<file path="src/otpps_pkg.sv">
// Purpose: Shared constants and types for the OTP program/verify sequencer
// Assumes: 40 MHz system clock
// Notes: Times are kept in ns; cycle counts derive from them
package otpps_pkg;
  localparam int CLK_NS = 25;
  localparam int ADDR_W = 19;
  localparam int DATA_W = 8;
  localparam int FIFO_DEPTH = 16;
  localparam int MAX_RETRY = 10;
  localparam int WAIT_W = 13;
  // Timing figures in ns; SYNC_STAGES is a stage count
  localparam int PROG_PULSE_NS = 100000;
  localparam int SETUP_NS = 2000;
  localparam int VERIFY_DATA_DELAY_NS = 150;
  localparam int OUTPUT_FLOAT_DELAY_NS = 130;
  localparam int SYNC_STAGES = 3;
  // Nominal pulse rounds down; least times round up
  localparam logic [WAIT_W-1:0] PULSE_CYC = WAIT_W'(PROG_PULSE_NS / CLK_NS);
  localparam logic [WAIT_W-1:0] SETUP_CYC = WAIT_W'((SETUP_NS + CLK_NS - 1) / CLK_NS);
  localparam logic [WAIT_W-1:0] VFY_CYC =
    WAIT_W'((VERIFY_DATA_DELAY_NS + CLK_NS - 1) / CLK_NS + SYNC_STAGES);
  localparam logic [WAIT_W-1:0] FLOAT_CYC = WAIT_W'((OUTPUT_FLOAT_DELAY_NS + CLK_NS - 1) / CLK_NS);
  localparam logic [1:0] PASS_FIRST = 2'h0;
  localparam logic [1:0] PASS_VERIFY = 2'h1;
  localparam logic [1:0] PASS_FINAL = 2'h2;

  typedef enum logic [1:0] {
    OTPPS_SUP_READ = 2'h0,
    OTPPS_SUP_5V0 = 2'h1,
    OTPPS_SUP_6V5 = 2'h2,
    OTPPS_SUP_13V0 = 2'h3
  } otpps_supply_t;

  typedef struct packed {
    logic [ADDR_W-1:0] addr;
    logic [DATA_W-1:0] data;
    logic data_oe_n;
    logic ce_n;
    logic oe_n;
    logic id_high_voltage;
    otpps_supply_t vcc_sel;
    otpps_supply_t vpp_sel;
  } otpps_pins_t;

  localparam otpps_pins_t PINS_RESET = '{addr: '0, data: '0, data_oe_n: 1'b1, ce_n: 1'b1, oe_n: 1'b1,
    id_high_voltage: 1'b0, vcc_sel: OTPPS_SUP_READ, vpp_sel: OTPPS_SUP_READ};

  typedef struct packed {
    logic busy;
    logic done;
    logic pass;
    logic fail;
  } otpps_status_t;
endpackage : otpps_pkg

</file>
<file path="src/otpps_sequencer.sv">
// Purpose: Host-side programmer driving a byte-wide OTP memory through its pins
// Assumes: Source replays the image in address order once per pass (three passes)
// Notes: Supplies are requested as level selects; external switches make the volts
`timescale 1ns/1ps

module otpps_fifo #(
  parameter int WIDTH = 8,
  parameter int DEPTH = 16
) (
  input wire logic clk_sys_in,
  input wire logic reset_in,
  input wire logic clk_en_in,
  input wire logic [WIDTH-1:0] wr_data_in,
  input wire logic wr_valid_in,
  output logic wr_ready_out,
  output logic [WIDTH-1:0] rd_data_out,
  output logic rd_valid_out,
  input wire logic rd_ready_in
);
  localparam int PTR_W = $clog2(DEPTH);
  logic [WIDTH-1:0] mem [DEPTH];
  logic [PTR_W-1:0] wr_ptr;
  logic [PTR_W-1:0] rd_ptr;
  logic [PTR_W:0] count;
  logic [PTR_W:0] next_count;
  logic push;
  logic pop;

  // Ready is registered so the source sees no combinational path through us
  assign next_count = count + (PTR_W+1)'(push) - (PTR_W+1)'(pop);
  assign rd_valid_out = (count != '0);
  assign rd_data_out = mem[rd_ptr];
  assign push = wr_valid_in && wr_ready_out;
  assign pop = rd_valid_out && rd_ready_in;

  always_ff @(posedge clk_sys_in) begin
    if (clk_en_in && push) begin
      mem[wr_ptr] <= wr_data_in;
    end
  end

  always_ff @(posedge clk_sys_in) begin
    if (reset_in) begin
      wr_ptr <= '0;
      rd_ptr <= '0;
      count <= '0;
      wr_ready_out <= 1'b1;
    end else if (clk_en_in) begin
      if (push) begin
        wr_ptr <= (wr_ptr == PTR_W'(DEPTH - 1)) ? '0 : wr_ptr + 1'b1;
      end
      if (pop) begin
        rd_ptr <= (rd_ptr == PTR_W'(DEPTH - 1)) ? '0 : rd_ptr + 1'b1;
      end
      count <= next_count;
      wr_ready_out <= (next_count != (PTR_W+1)'(DEPTH));
    end
  end
endmodule : otpps_fifo

module otpps_sequencer
  import otpps_pkg::*;
#(
  parameter logic [otpps_pkg::ADDR_W-1:0] LAST_ADDR = '1,
  parameter int RETRY_LIMIT = otpps_pkg::MAX_RETRY
) (
  input wire logic clk_sys_in,
  input wire logic reset_in,
  input wire logic clk_en_in,
  input wire logic start_in,
  input wire logic id_read_in,
  input wire logic [otpps_pkg::DATA_W-1:0] src_data_in,
  input wire logic src_valid_in,
  output logic src_ready_out,
  input wire logic [otpps_pkg::DATA_W-1:0] data_pin_in,
  output otpps_pkg::otpps_pins_t pins_out,
  output otpps_pkg::otpps_status_t status_out,
  output logic [otpps_pkg::DATA_W-1:0] maker_code_out,
  output logic [otpps_pkg::DATA_W-1:0] device_code_out
);
  import otpps_pkg::*;

  typedef enum logic [14:0] {
    S_IDLE = 15'h0001,
    S_UP_VCC = 15'h0002,
    S_UP_VPP = 15'h0004,
    S_FETCH = 15'h0008,
    S_SETUP = 15'h0010,
    S_PULSE = 15'h0020,
    S_HOLD = 15'h0040,
    S_FLOAT = 15'h0080,
    S_READ = 15'h0100,
    S_CMP = 15'h0200,
    S_DN_VPP = 15'h0400,
    S_DN_VCC = 15'h0800,
    S_OFF_VPP = 15'h1000,
    S_OFF_VCC = 15'h2000,
    S_ID = 15'h4000
  } otpps_state_t;

  otpps_state_t state;
  logic [WAIT_W-1:0] wait_cnt;
  logic [1:0] pass_no;
  logic [3:0] retry;
  logic [DATA_W-1:0] want;
  logic failed;
  logic id_second;
  logic [DATA_W-1:0] sync1;
  logic [DATA_W-1:0] sync2;
  logic [DATA_W-1:0] sync3;
  logic [DATA_W-1:0] rd_byte;
  logic [DATA_W-1:0] fifo_data;
  logic fifo_valid;
  logic fifo_pop;
  logic wait_done;
  logic last_addr;
  logic match;

  assign wait_done = (wait_cnt == '0);
  assign last_addr = (pins_out.addr == LAST_ADDR);
  assign match = (rd_byte == want);
  assign fifo_pop = (state == S_FETCH) && fifo_valid;

  otpps_fifo #(.WIDTH(DATA_W), .DEPTH(FIFO_DEPTH)) u_fifo (
    .clk_sys_in(clk_sys_in),
    .reset_in(reset_in),
    .clk_en_in(clk_en_in),
    .wr_data_in(src_data_in),
    .wr_valid_in(src_valid_in),
    .wr_ready_out(src_ready_out),
    .rd_data_out(fifo_data),
    .rd_valid_out(fifo_valid),
    .rd_ready_in(fifo_pop)
  );

  // Pin data is asynchronous to us; accept a value once stages two and three agree
  always_ff @(posedge clk_sys_in) begin
    if (reset_in) begin
      sync1 <= '0;
      sync2 <= '0;
      sync3 <= '0;
      rd_byte <= '0;
    end else if (clk_en_in) begin
      sync1 <= data_pin_in;
      sync2 <= sync1;
      sync3 <= sync2;
      if (sync2 == sync3) begin
        rd_byte <= sync3;
      end
    end
  end

  always_ff @(posedge clk_sys_in) begin
    if (reset_in) begin
      state <= S_IDLE;
      wait_cnt <= '0;
      pass_no <= PASS_FIRST;
      retry <= '0;
      want <= '0;
      failed <= 1'b0;
      id_second <= 1'b0;
      pins_out <= PINS_RESET;
      status_out <= '0;
      maker_code_out <= '0;
      device_code_out <= '0;
    end else if (clk_en_in) begin
      status_out.done <= 1'b0;
      if (!wait_done) begin
        wait_cnt <= wait_cnt - 1'b1;
      end
      unique case (state)
        S_IDLE: begin
          if (start_in) begin
            pins_out.addr <= '0;
            pins_out.vcc_sel <= OTPPS_SUP_6V5;
            wait_cnt <= SETUP_CYC;
            pass_no <= PASS_FIRST;
            failed <= 1'b0;
            status_out <= '{busy: 1'b1, done: 1'b0, pass: 1'b0, fail: 1'b0};
            state <= S_UP_VCC;
          end else if (id_read_in) begin
            pins_out.addr <= '0;
            pins_out.id_high_voltage <= 1'b1;
            pins_out.oe_n <= 1'b0;
            id_second <= 1'b0;
            wait_cnt <= SETUP_CYC;
            status_out.busy <= 1'b1;
            state <= S_ID;
          end
        end
        S_UP_VCC: begin
          if (wait_done) begin
            pins_out.vpp_sel <= OTPPS_SUP_13V0;
            wait_cnt <= SETUP_CYC;
            state <= S_UP_VPP;
          end
        end
        S_UP_VPP: begin
          if (wait_done) begin
            state <= S_FETCH;
          end
        end
        S_FETCH: begin
          if (fifo_valid) begin
            want <= fifo_data;
            retry <= '0;
            if (pass_no == PASS_FIRST) begin
              pins_out.data <= fifo_data;
              pins_out.data_oe_n <= 1'b0;
              wait_cnt <= SETUP_CYC;
              state <= S_SETUP;
            end else begin
              pins_out.oe_n <= 1'b0;
              wait_cnt <= VFY_CYC;
              state <= S_READ;
            end
          end
        end
        S_SETUP: begin
          if (wait_done) begin
            pins_out.ce_n <= 1'b0;
            wait_cnt <= PULSE_CYC - 1'b1;
            state <= S_PULSE;
          end
        end
        S_PULSE: begin
          // Output enable is held high here, so the part never drives against us
          if (wait_done) begin
            pins_out.ce_n <= 1'b1;
            wait_cnt <= SETUP_CYC;
            state <= S_HOLD;
          end
        end
        S_HOLD: begin
          if (wait_done) begin
            pins_out.data_oe_n <= 1'b1;
            if (pass_no == PASS_FIRST) begin
              // One pulse only, no read back
              if (last_addr) begin
                pins_out.addr <= '0;
                pass_no <= PASS_VERIFY;
              end else begin
                pins_out.addr <= pins_out.addr + 1'b1;
              end
              state <= S_FETCH;
            end else begin
              pins_out.oe_n <= 1'b0;
              wait_cnt <= VFY_CYC;
              state <= S_READ;
            end
          end
        end
        S_READ: begin
          if (wait_done) begin
            state <= S_CMP;
          end
        end
        S_CMP: begin
          pins_out.oe_n <= 1'b1;
          wait_cnt <= FLOAT_CYC;
          if (match) begin
            if (last_addr) begin
              state <= (pass_no == PASS_VERIFY) ? S_DN_VPP : S_OFF_VPP;
            end else begin
              pins_out.addr <= pins_out.addr + 1'b1;
              state <= S_FETCH;
            end
          end else if (pass_no == PASS_FINAL) begin
            failed <= 1'b1;
            state <= S_OFF_VPP;
          end else if (retry == 4'(RETRY_LIMIT)) begin
            failed <= 1'b1;
            state <= S_OFF_VPP;
          end else begin
            retry <= retry + 1'b1;
            state <= S_FLOAT;
          end
        end
        S_FLOAT: begin
          // The part may still drive the bus for the float delay after release
          if (wait_done) begin
            pins_out.data <= want;
            pins_out.data_oe_n <= 1'b0;
            wait_cnt <= SETUP_CYC;
            state <= S_SETUP;
          end
        end
        S_DN_VPP: begin
          if (wait_done) begin
            pins_out.vpp_sel <= OTPPS_SUP_5V0;
            wait_cnt <= SETUP_CYC;
            state <= S_DN_VCC;
          end
        end
        S_DN_VCC: begin
          if (wait_done) begin
            pins_out.vcc_sel <= OTPPS_SUP_5V0;
            pins_out.addr <= '0;
            pass_no <= PASS_FINAL;
            wait_cnt <= SETUP_CYC;
            state <= S_UP_VPP;
          end
        end
        S_OFF_VPP: begin
          if (wait_done) begin
            pins_out.vpp_sel <= OTPPS_SUP_READ;
            wait_cnt <= SETUP_CYC;
            state <= S_OFF_VCC;
          end
        end
        S_OFF_VCC: begin
          if (wait_done) begin
            pins_out.vcc_sel <= OTPPS_SUP_READ;
            status_out <= '{busy: 1'b0, done: 1'b1, pass: !failed, fail: failed};
            state <= S_IDLE;
          end
        end
        S_ID: begin
          if (wait_done) begin
            if (!id_second) begin
              maker_code_out <= rd_byte;
              pins_out.addr <= ADDR_W'(1);
              id_second <= 1'b1;
              wait_cnt <= SETUP_CYC;
            end else begin
              device_code_out <= rd_byte;
              pins_out.oe_n <= 1'b1;
              pins_out.id_high_voltage <= 1'b0;
              pins_out.addr <= '0;
              status_out.busy <= 1'b0;
              status_out.done <= 1'b1;
              state <= S_IDLE;
            end
          end
        end
        default: begin
          state <= S_IDLE;
        end
      endcase
    end
  end
endmodule : otpps_sequencer
</file>
<file path="config.mk">
export PLATFORM = sky130hd
export DESIGN_NAME = otpps_sequencer
export DESIGN_NICKNAME = d
export VERILOG_FILES = /design/src/otpps_pkg.sv /design/src/otpps_sequencer.sv
export SDC_FILE = /design/constraint.sdc
export NUM_CORES = 1
export LEC_CHECK = 0
export ABC_AREA = 1
export ABC_CLOCK_PERIOD_IN_PS = 3000
export BUFFER_PORTS_ARGS = -buffer_cell sky130_fd_sc_hd__buf_2
export CORE_MARGIN = 8
export CORE_UTILIZATION = 30
export DETAILED_ROUTE_END_ITERATION = 6
export PLACE_DENSITY = 0.47
export SYNTH_ARGS = -nofsm -noshare
export SYNTH_HDL_FRONTEND = slang
export SYNTH_HIERARCHICAL = 1
export SYNTH_SLANG_ARGS = --single-unit
</file>
<file path="constraint.sdc">
create_clock -name clk_sys_in -period 3 [get_ports clk_sys_in]
set_input_delay 0.3 -clock clk_sys_in [delete_from_list [all_inputs] [get_ports clk_sys_in]]
set_output_delay 0.3 -clock clk_sys_in [all_outputs]
set_load 0.1 [all_outputs]
</file>
==> metrics.csv, run 1 <==
metric,value,unit
dpl hpwl,27930,um
antenna violations before repair,2,
Worst-Skew Late Latency,0.54,ns
share of cells above drive strength 1,13.93,%
Initial DRC Count,917,
maximum fanout along the worst path,4,
htree depth,2,
Net Sw Frac,27.76,%
PnR worst setup slack,0.2668,ns
crit start category,register,
clk root buf,clkbuf_16,
"Top FF cell, synth",dfxtp_1,
Yosys top cell by area,edfxtp_1,
max-slew violation count,0,
Worst-path clk slew,0.06,ns
synthesized area,0.01374,mm2
Final #Nets,1825,
Post-synth EDFFs,128,
LEAKAGE,6.482,nW
critical path required time,3.42,ns
routed wire length,40050,um
Starting Density,30.33,%
final worst hold slack,0.1267,ns
TritonCTS buffer count,34,
Setup TNS,0,ns
vias per inst,4.859,
clock tree buffer depth,3,
Psw,0.002616,W
I/O Buffers,77,
HP Class,in2reg,
DR DRC count,0,
Int Pwr,0.006807,W
Worst Skew,0.01937,ns
ranking of synthesized cells by area,"edfxtp_1, dfxtp_1, nand2_1, inv_1, nor2_1",
Placer Congestion,0.9218,
synthesized area per cell,8.152,um2
Synth Net Count,1726,
post-synth top area share,27.98,%
Post-DRT Antenna Nets,0,
first-pass GRT wire length,62730,um
Final min period,2.733,ns
"Seq/Total Area, Yosys",49.70,%
setup violators final,0,
Final Hold Vio Count,0,
Synth Register Bits,277,
TritonCTS clock tree,built,
Finished Cell Area,0.01606,mm2
clk sink count,277,
Area after DPL,0.01486,mm2
grt total ovfl,0,
Row Count,78,
Core Region,0.04528,mm2
Post-Synthesis Cells,1685,
critical setup path kind,reg2reg,
GRT Overall Usage,14.75,%
Critical Path End Type,register,
die area,0.05289,mm2
Fillers,4823,
largest net degree at the start of global routing,59,
asr flop ratio synth,0,%
# IOs,78,
vias post-DR,11710,
DP Worst Slack,0.1317,ns
WL/cell,16.62,um
vias in the first global route,11250,
Peak supply drop,289.6,uV
Cell Pwr Density,586.9,mW/mm2
part of the power in registers,44.0,%
Pre-antenna DRT Iters,5,
max frequency,365.9,MHz
share of power burned in combinational logic,13.8,%
yosys warns,6,
part of the cycle the worst path needs,91.11,%
critical path arrival,3.15,ns
total power,0.009423,W
status,completed,
relative slew slack,42.32,%
maxcap violations,0,
Clk network pwr share,42.1,%
Area growth syn-to-layout,16.90,%
RSZ-0062 raised after global routing,no,
worst-margin pin slew,0.8620,ns
Die Height,230.0,um
die outline width,230.0,um
post-synth cell types,53,
-- logic make-up after synthesis --
| group | count (synthesis) | synth area share, % |
|---|---|---|
| xor gates and xnor gates | 16 | 1.020 |
| and+or+nand+nor | 747 | 24.66 |
| adders and majority gates | 19 | 1.785 |
| DFF | 277 | 49.70 |
| buffers and inverters | 284 | 8.526 |
| AOI/OAI and AO/OA | 342 | 14.31 |
-- synth_stat cells (3+ instances only) --
library cell / n
a211oi_1: 14
a21oi_1: 135
a311oi_1: 9
buf_1: 3
buf_2: 21
buf_4: 3
buf_6: 9
clkbuf_1: 28
dfxtp_1: 149
edfxtp_1: 128
ha_1: 18
inv_1: 207
inv_2: 12
nand2_1: 283
nand2_2: 12
nand2_4: 3
nand3_1: 130
nand3_2: 7
nand3b_1: 5
nand4_1: 33
nor2_1: 207
nor2_2: 14
nor2_4: 7
nor3_1: 31
o211ai_1: 26
o211ai_2: 10
o21ai_0: 126
o21ai_1: 7
o22ai_1: 3
xnor2_1: 3
xor2_1: 13
-- power by group through the flow --
stage          clock (W)  combinational [W]  sequential [W]
2_1_floorplan          0           0.000856         0.00429
3_3_place_gp           0            0.00127         0.00422
3_5_place_dp           0            0.00128         0.00423
4_1_cts          0.00412            0.00129         0.00415
5_1_grt          0.00426            0.00146         0.00416
6_report         0.00397            0.00130         0.00415
-- layout make-up --
| type | instances | area (um2) | area share [%] |
|---|---|---|---|
| repair buffers | 127 | 805.8 | 5.018 |
| well taps | 600 | 750.7 | 4.675 |
| inverters | 220 | 825.8 | 5.143 |
| flip-flops and latches | 277 | 6833 | 42.55 |
| clock inverters | 8 | 90.09 | 0.5611 |
| clock buffers | 53 | 983.4 | 6.125 |
| diodes | 1 | 2.502 | 0.01558 |
| multi-input cells | 1124 | 5766 | 35.91 |
-- critical path: stages, from the launching register on --
cell	delay, ns
dfxtp_2	0.34
nor2_2	0.14
nand2_2	0.11
nor2_4	0.12
nand3_2	0.11
nor2_2	0.14
and2_4	0.17
ha_1	0.22
inv_1	0.06
ha_1	0.17
inv_1	0.07
fa_2	0.36
nand3b_1	0.18
nand3_1	0.10
nand2_1	0.06
nor2_2	0.14
nand2_1	0.06
nand2_1	0.05
nand2_1	0.04
-- placed cells by master, fill, tap and decap left out, drive strengths merged --
master       instances
a211oi              14
a21o                 2
a21oi              135
a221oi               1
a311oi               9
a31oi                1
a41oi                1
and2                 2
and3                 1
buf                119
bufinv               1
clkbuf              53
clkinv               5
clkinvlp             1
dfxtp              149
diode                1
dlygate4sd3          8
edfxtp             128
fa                   1
ha                  18
inv                221
nand2              298
nand3              137
nand3b               5
nand4               34
nor2               230
nor3                32
nor3b                3
nor4                 2
o2111ai              2
o211ai              36
o21ai              134
o21bai               2
o221ai               1
o22ai                4
or2                  3
xnor2                3
xor2                13
-- metrics by stage --
step / utilization (%) / instances
6_report: 35.46 / 2410
5_1_grt: 35.45 / 2409
4_1_cts: 35.36 / 2407
3_5_place_dp: 32.81 / 2338
3_3_place_gp: 32.81 / 2338
2_1_floorplan: - / 1685
-- layer usage --
layer	up-vias	share of wire, %	global-route usage (%)
met4	0	2.3	4.534
met2	275	44	23.31
met3	61	5.9	3.349
li1	5870	-	-
met1	5504	47	19.86
met5	-	0	0
-- path summary, 6_finish.rpt --
kind                                               start                          endpoint  slack, ns  depth (start not counted)
worst max-delay path              state[14]$_SDFFE_PP0P_  u_fifo/wr_ready_out$_SDFFE_PP1P_       0.27                         18
worst min-delay path                            start_in             state[1]$_SDFFE_PP0P_       0.13                          3
worst max register to register    state[14]$_SDFFE_PP0P_  u_fifo/wr_ready_out$_SDFFE_PP1P_       0.27                         18
worst min register to register  pins_out[0]$_SDFFE_PP0P_          pins_out[0]$_SDFFE_PP0P_       0.46                          2
-- sequential cells by signal, summed over array words and instances, names as in the netlist, named ones only --
name and flops:
retry 4, id_second 1, status_out 4, u_fifo/wr_ptr 4
sync3 8, maker_code_out 8, failed 1, sync2 8
state 15, u_fifo/count 5, u_fifo/wr_ready_out 1, sync1 8
u_fifo/mem 128, pass_no 2, rd_byte 8, want 8
u_fifo/rd_ptr 4, wait_cnt 13, pins_out 35, device_code_out 8
-- repair_timing --
| item | CTS | global route |
|---|---|---|
| hold buffers | 8 | 0 |
| resized for setup | 0 | 10 |
| buffers inserted | 0 | 2 |
| setup endpoints to repair | 0 | 2 |
| hold endpoints to repair | 8 | 0 |
Note: power is estimated with default switching activity, not from simulation.
==> inputs of run 2 (changes only) <==
--- a/config.mk
+++ b/config.mk
@@ -11,7 +11,7 @@
 export CORE_MARGIN = 8
 export CORE_UTILIZATION = 30
 export DETAILED_ROUTE_END_ITERATION = 6
-export PLACE_DENSITY = 0.47
+export PLACE_DENSITY = 0.52
 export SYNTH_ARGS = -nofsm -noshare
 export SYNTH_HDL_FRONTEND = slang
 export SYNTH_HIERARCHICAL = 1
==> run 2 against run 1 <==
- critical path depth did not move
- count of clock-buffer cells in the layout fell by 6
- clock skew fell by 0.0017 ns
- largest power group unchanged
==> metrics.csv, run 2 (same netlist as run 1, synthesis figures left out) <==
metric,value,unit,change
grt total ovfl,0,,unchanged
Peak supply drop,334.0,uV,was 289.6 uV
Worst Skew,0.01765,ns,was 0.01937 ns
Net Sw Frac,28.30,%,was 27.76%
Int Pwr,0.006777,W,was 0.006807 W
Clk network pwr share,42.4,%,was 42.1%
Psw,0.002675,W,was 0.002616 W
part of the cycle the worst path needs,92.68,%,was 91.11%
share of cells above drive strength 1,13.53,%,was 13.93%
clk sink count,277,,unchanged
crit start category,register,,unchanged
Starting Density,30.33,%,unchanged
biggest registers after layout,"u_fifo/mem (128), pins_out (35), state (15)",,unchanged
"Core Util, Final",35.36,%,was 35.46%
maxcap violations,0,,unchanged
part of the power in registers,43.9,%,was 44.0%
die area,0.05289,mm2,unchanged
Crit path largest cell delay,0.42,ns,was 0.36 ns
clk root buf,clkbuf_16,,unchanged
max-slew violation count,0,,unchanged
worst-margin pin slew,0.9479,ns,was 0.8620 ns
Area growth syn-to-layout,16.58,%,was 16.90%
max frequency,359.7,MHz,was 365.9 MHz
Pre-antenna DRT Iters,6,,was 5
vias post-DR,11760,,was 11710
critical setup path kind,reg2reg,,unchanged
crit-path cells,"inv_1, ha_1, nand3_1, inv_1, nor2_2, and2_4, ha_1, inv_1, ha_1, inv_1, fa_1, nand3b_1, nand3_1, nand2_1, nor2_1, nand2_1, nand2_1, nand2_1",,"was nor2_2, nand2_2, nor2_4, nand3_2, nor2_2, and2_4, ha_1, inv_1, ha_1, inv_1, fa_2, nand3b_1, nand3_1, nand2_1, nor2_2, nand2_1, nand2_1, nand2_1"
Setup TNS,0,ns,unchanged
Final Hold Vio Count,0,,unchanged
Crit-path slowest cell,fa_1,,was fa_2
critical path required time,3.43,ns,was 3.42 ns
cell count of the worst hold path,3,,unchanged
maximum fanout along the worst path,4,,unchanged
Core Region,0.04528,mm2,unchanged
die outline width,230.0,um,unchanged
Worst-Skew Late Latency,0.55,ns,was 0.54 ns
Initial DRC Count,857,,was 917
Die Height,230.0,um,unchanged
Hold Path End,state[1]$_SDFFE_PP0P_,,unchanged
critical path arrival,3.21,ns,was 3.15 ns
Final min period,2.780,ns,was 2.733 ns
routed wire length,39020,um,was 40050 um
Placer Congestion,0.9219,,was 0.9218
relative slew slack,36.53,%,was 42.32%
post-route insts no fill,2404,,was 2410
Cells after DPL,2335,,was 2338
status,completed,,unchanged
Reg-to-Reg End,u_fifo/wr_ready_out$_SDFFE_PP1P_,,unchanged
vias per inst,4.891,,was 4.859
TritonCTS buffer count,34,,unchanged
htree depth,2,,unchanged
TritonCTS clock tree,built,,unchanged
clock tree buffer depth,3,,unchanged
Worst R2R Path Depth,18,,unchanged
Row Count,78,,unchanged
total power,0.009452,W,was 0.009423 W
Inserted Diodes,0,,was 1
DR DRC count,0,,unchanged
Worst-path clk slew,0.05,ns,was 0.06 ns
antenna violations before repair,2,,unchanged
LEAKAGE,6.466,nW,was 6.482 nW
setup violators final,0,,unchanged
HP Start,start_in,,unchanged
largest register by flop count,u_fifo/mem,,unchanged
WL/cell,16.23,um,was 16.62 um
Final #Nets,1820,,was 1825
share of power burned in combinational logic,13.7,%,was 13.8%
first-pass GRT wire length,61590,um,was 62730 um
HP Class,in2reg,,unchanged
Post-DRT Antenna Nets,0,,unchanged
Fillers,4789,,was 4823
"most common cell after layout, fill and taps aside",nand2_1,,unchanged
multi-input combinational cell area,0.005748,mm2,was 0.005766 mm2
I/O Buffers,77,,unchanged
RSZ-0062 raised after global routing,no,,unchanged
"commonest cells after routing, fill and taps aside","nand2_1, inv_1, nor2_1",,unchanged
worst reg2reg startpoint,u_fifo/count[2]$_SDFFE_PP0P_,,was state[14]$_SDFFE_PP0P_
Cell Pwr Density,590.3,mW/mm2,was 586.9 mW/mm2
reg2reg setup slack,0.22,ns,was 0.27 ns
dpl hpwl,27280,um,was 27930 um
Storage cell area,0.006832,mm2,was 0.006833 mm2
vias in the first global route,11280,,was 11250
max reg flops,128,,unchanged
Critical Path End Type,register,,unchanged
GRT Overall Usage,14.33,%,was 14.75%
largest net degree at the start of global routing,68,,was 59
# IOs,78,,unchanged
==> run 2: changes by cell type in the layout (fill, tap and decap cells not counted), moves of 2 or more <==
cell and change:
nor2_1 +2, clkinv_1 +6, buf_4 -5, clkbuf_1 -7
==> run 2: repair_timing <==
action / in CTS / in global routing
hold endpoints to repair: 8 / 0
buffers inserted: 0 / 0
gates resized for setup: 0 / 4
hold buffers: 8 / 0
endpoints found under the setup margin: 0 / 2
==> run 2: metrics by stage <==
step / cell area (um2) / setup slack [ns] / hold WS [ns]
2_1_floorplan: 13740 / 0.02684 / 0.3989
3_3_place_gp: 14830 / 0.1308 / 0.4497
3_5_place_dp: 14830 / 0.1390 / 0.4562
4_1_cts: 16000 / 0.1157 / 0.1136
5_1_grt: 16010 / 0.01464 / 0.1557
6_report: 16010 / 0.2197 / 0.1341
==> run 2: routing by layer <==
layer | track usage [%] | vias up | part of all wire, %
met5 | 0 | - | 0
met4 | 4.890 | 0 | 2.7
met3 | 2.967 | 67 | 5.7
met2 | 23.16 | 305 | 45
met1 | 18.87 | 5533 | 46
li1 | - | 5854 | -
==> run 2: final cells by class <==
class                   instances  share of cell area (%)
flip-flops and latches        277                   42.66
clock inverters                14                  0.8439
multi-input cells            1124                   35.90
clock buffers                  47                   5.954
inverters                     220                   5.157
well taps                     600                   4.688
repair buffers                122                   4.798
==> run 2: critical path: cells and delay by family (launching register included) <==
kind,cells,cell delay (ns)
AND/OR/NAND/NOR,10,1.03
adder cells (fa/ha/maj),4,1.00
buffers and inverters,4,0.27
flip-flops,1,0.35
==> run 2: how the worst max path moves through the flow <==
stage	cells after the start	startpoint	to
after floorplan	20	state[10]$_SDFFE_PP0P_	u_fifo/wr_ready_out$_SDFFE_PP1P_
after global placement	18	state[7]$_SDFFE_PP0P_	u_fifo/wr_ready_out$_SDFFE_PP1P_
after detailed placement	18	state[6]$_SDFFE_PP0P_	u_fifo/wr_ready_out$_SDFFE_PP1P_
after CTS	18	state[6]$_SDFFE_PP0P_	u_fifo/wr_ready_out$_SDFFE_PP1P_
after global routing	18	u_fifo/count[2]$_SDFFE_PP0P_	u_fifo/wr_ready_out$_SDFFE_PP1P_
final	18	u_fifo/count[2]$_SDFFE_PP0P_	u_fifo/wr_ready_out$_SDFFE_PP1P_
==> run 2: power groups by stage <==
stage	sequential [W]	clock (W)	combinational, W
2_1_floorplan	0.00429	0	0.000856
3_3_place_gp	0.00422	0	0.00126
3_5_place_dp	0.00423	0	0.00127
4_1_cts	0.00415	0.00416	0.00129
5_1_grt	0.00416	0.00428	0.00145
6_report	0.00415	0.00401	0.00129
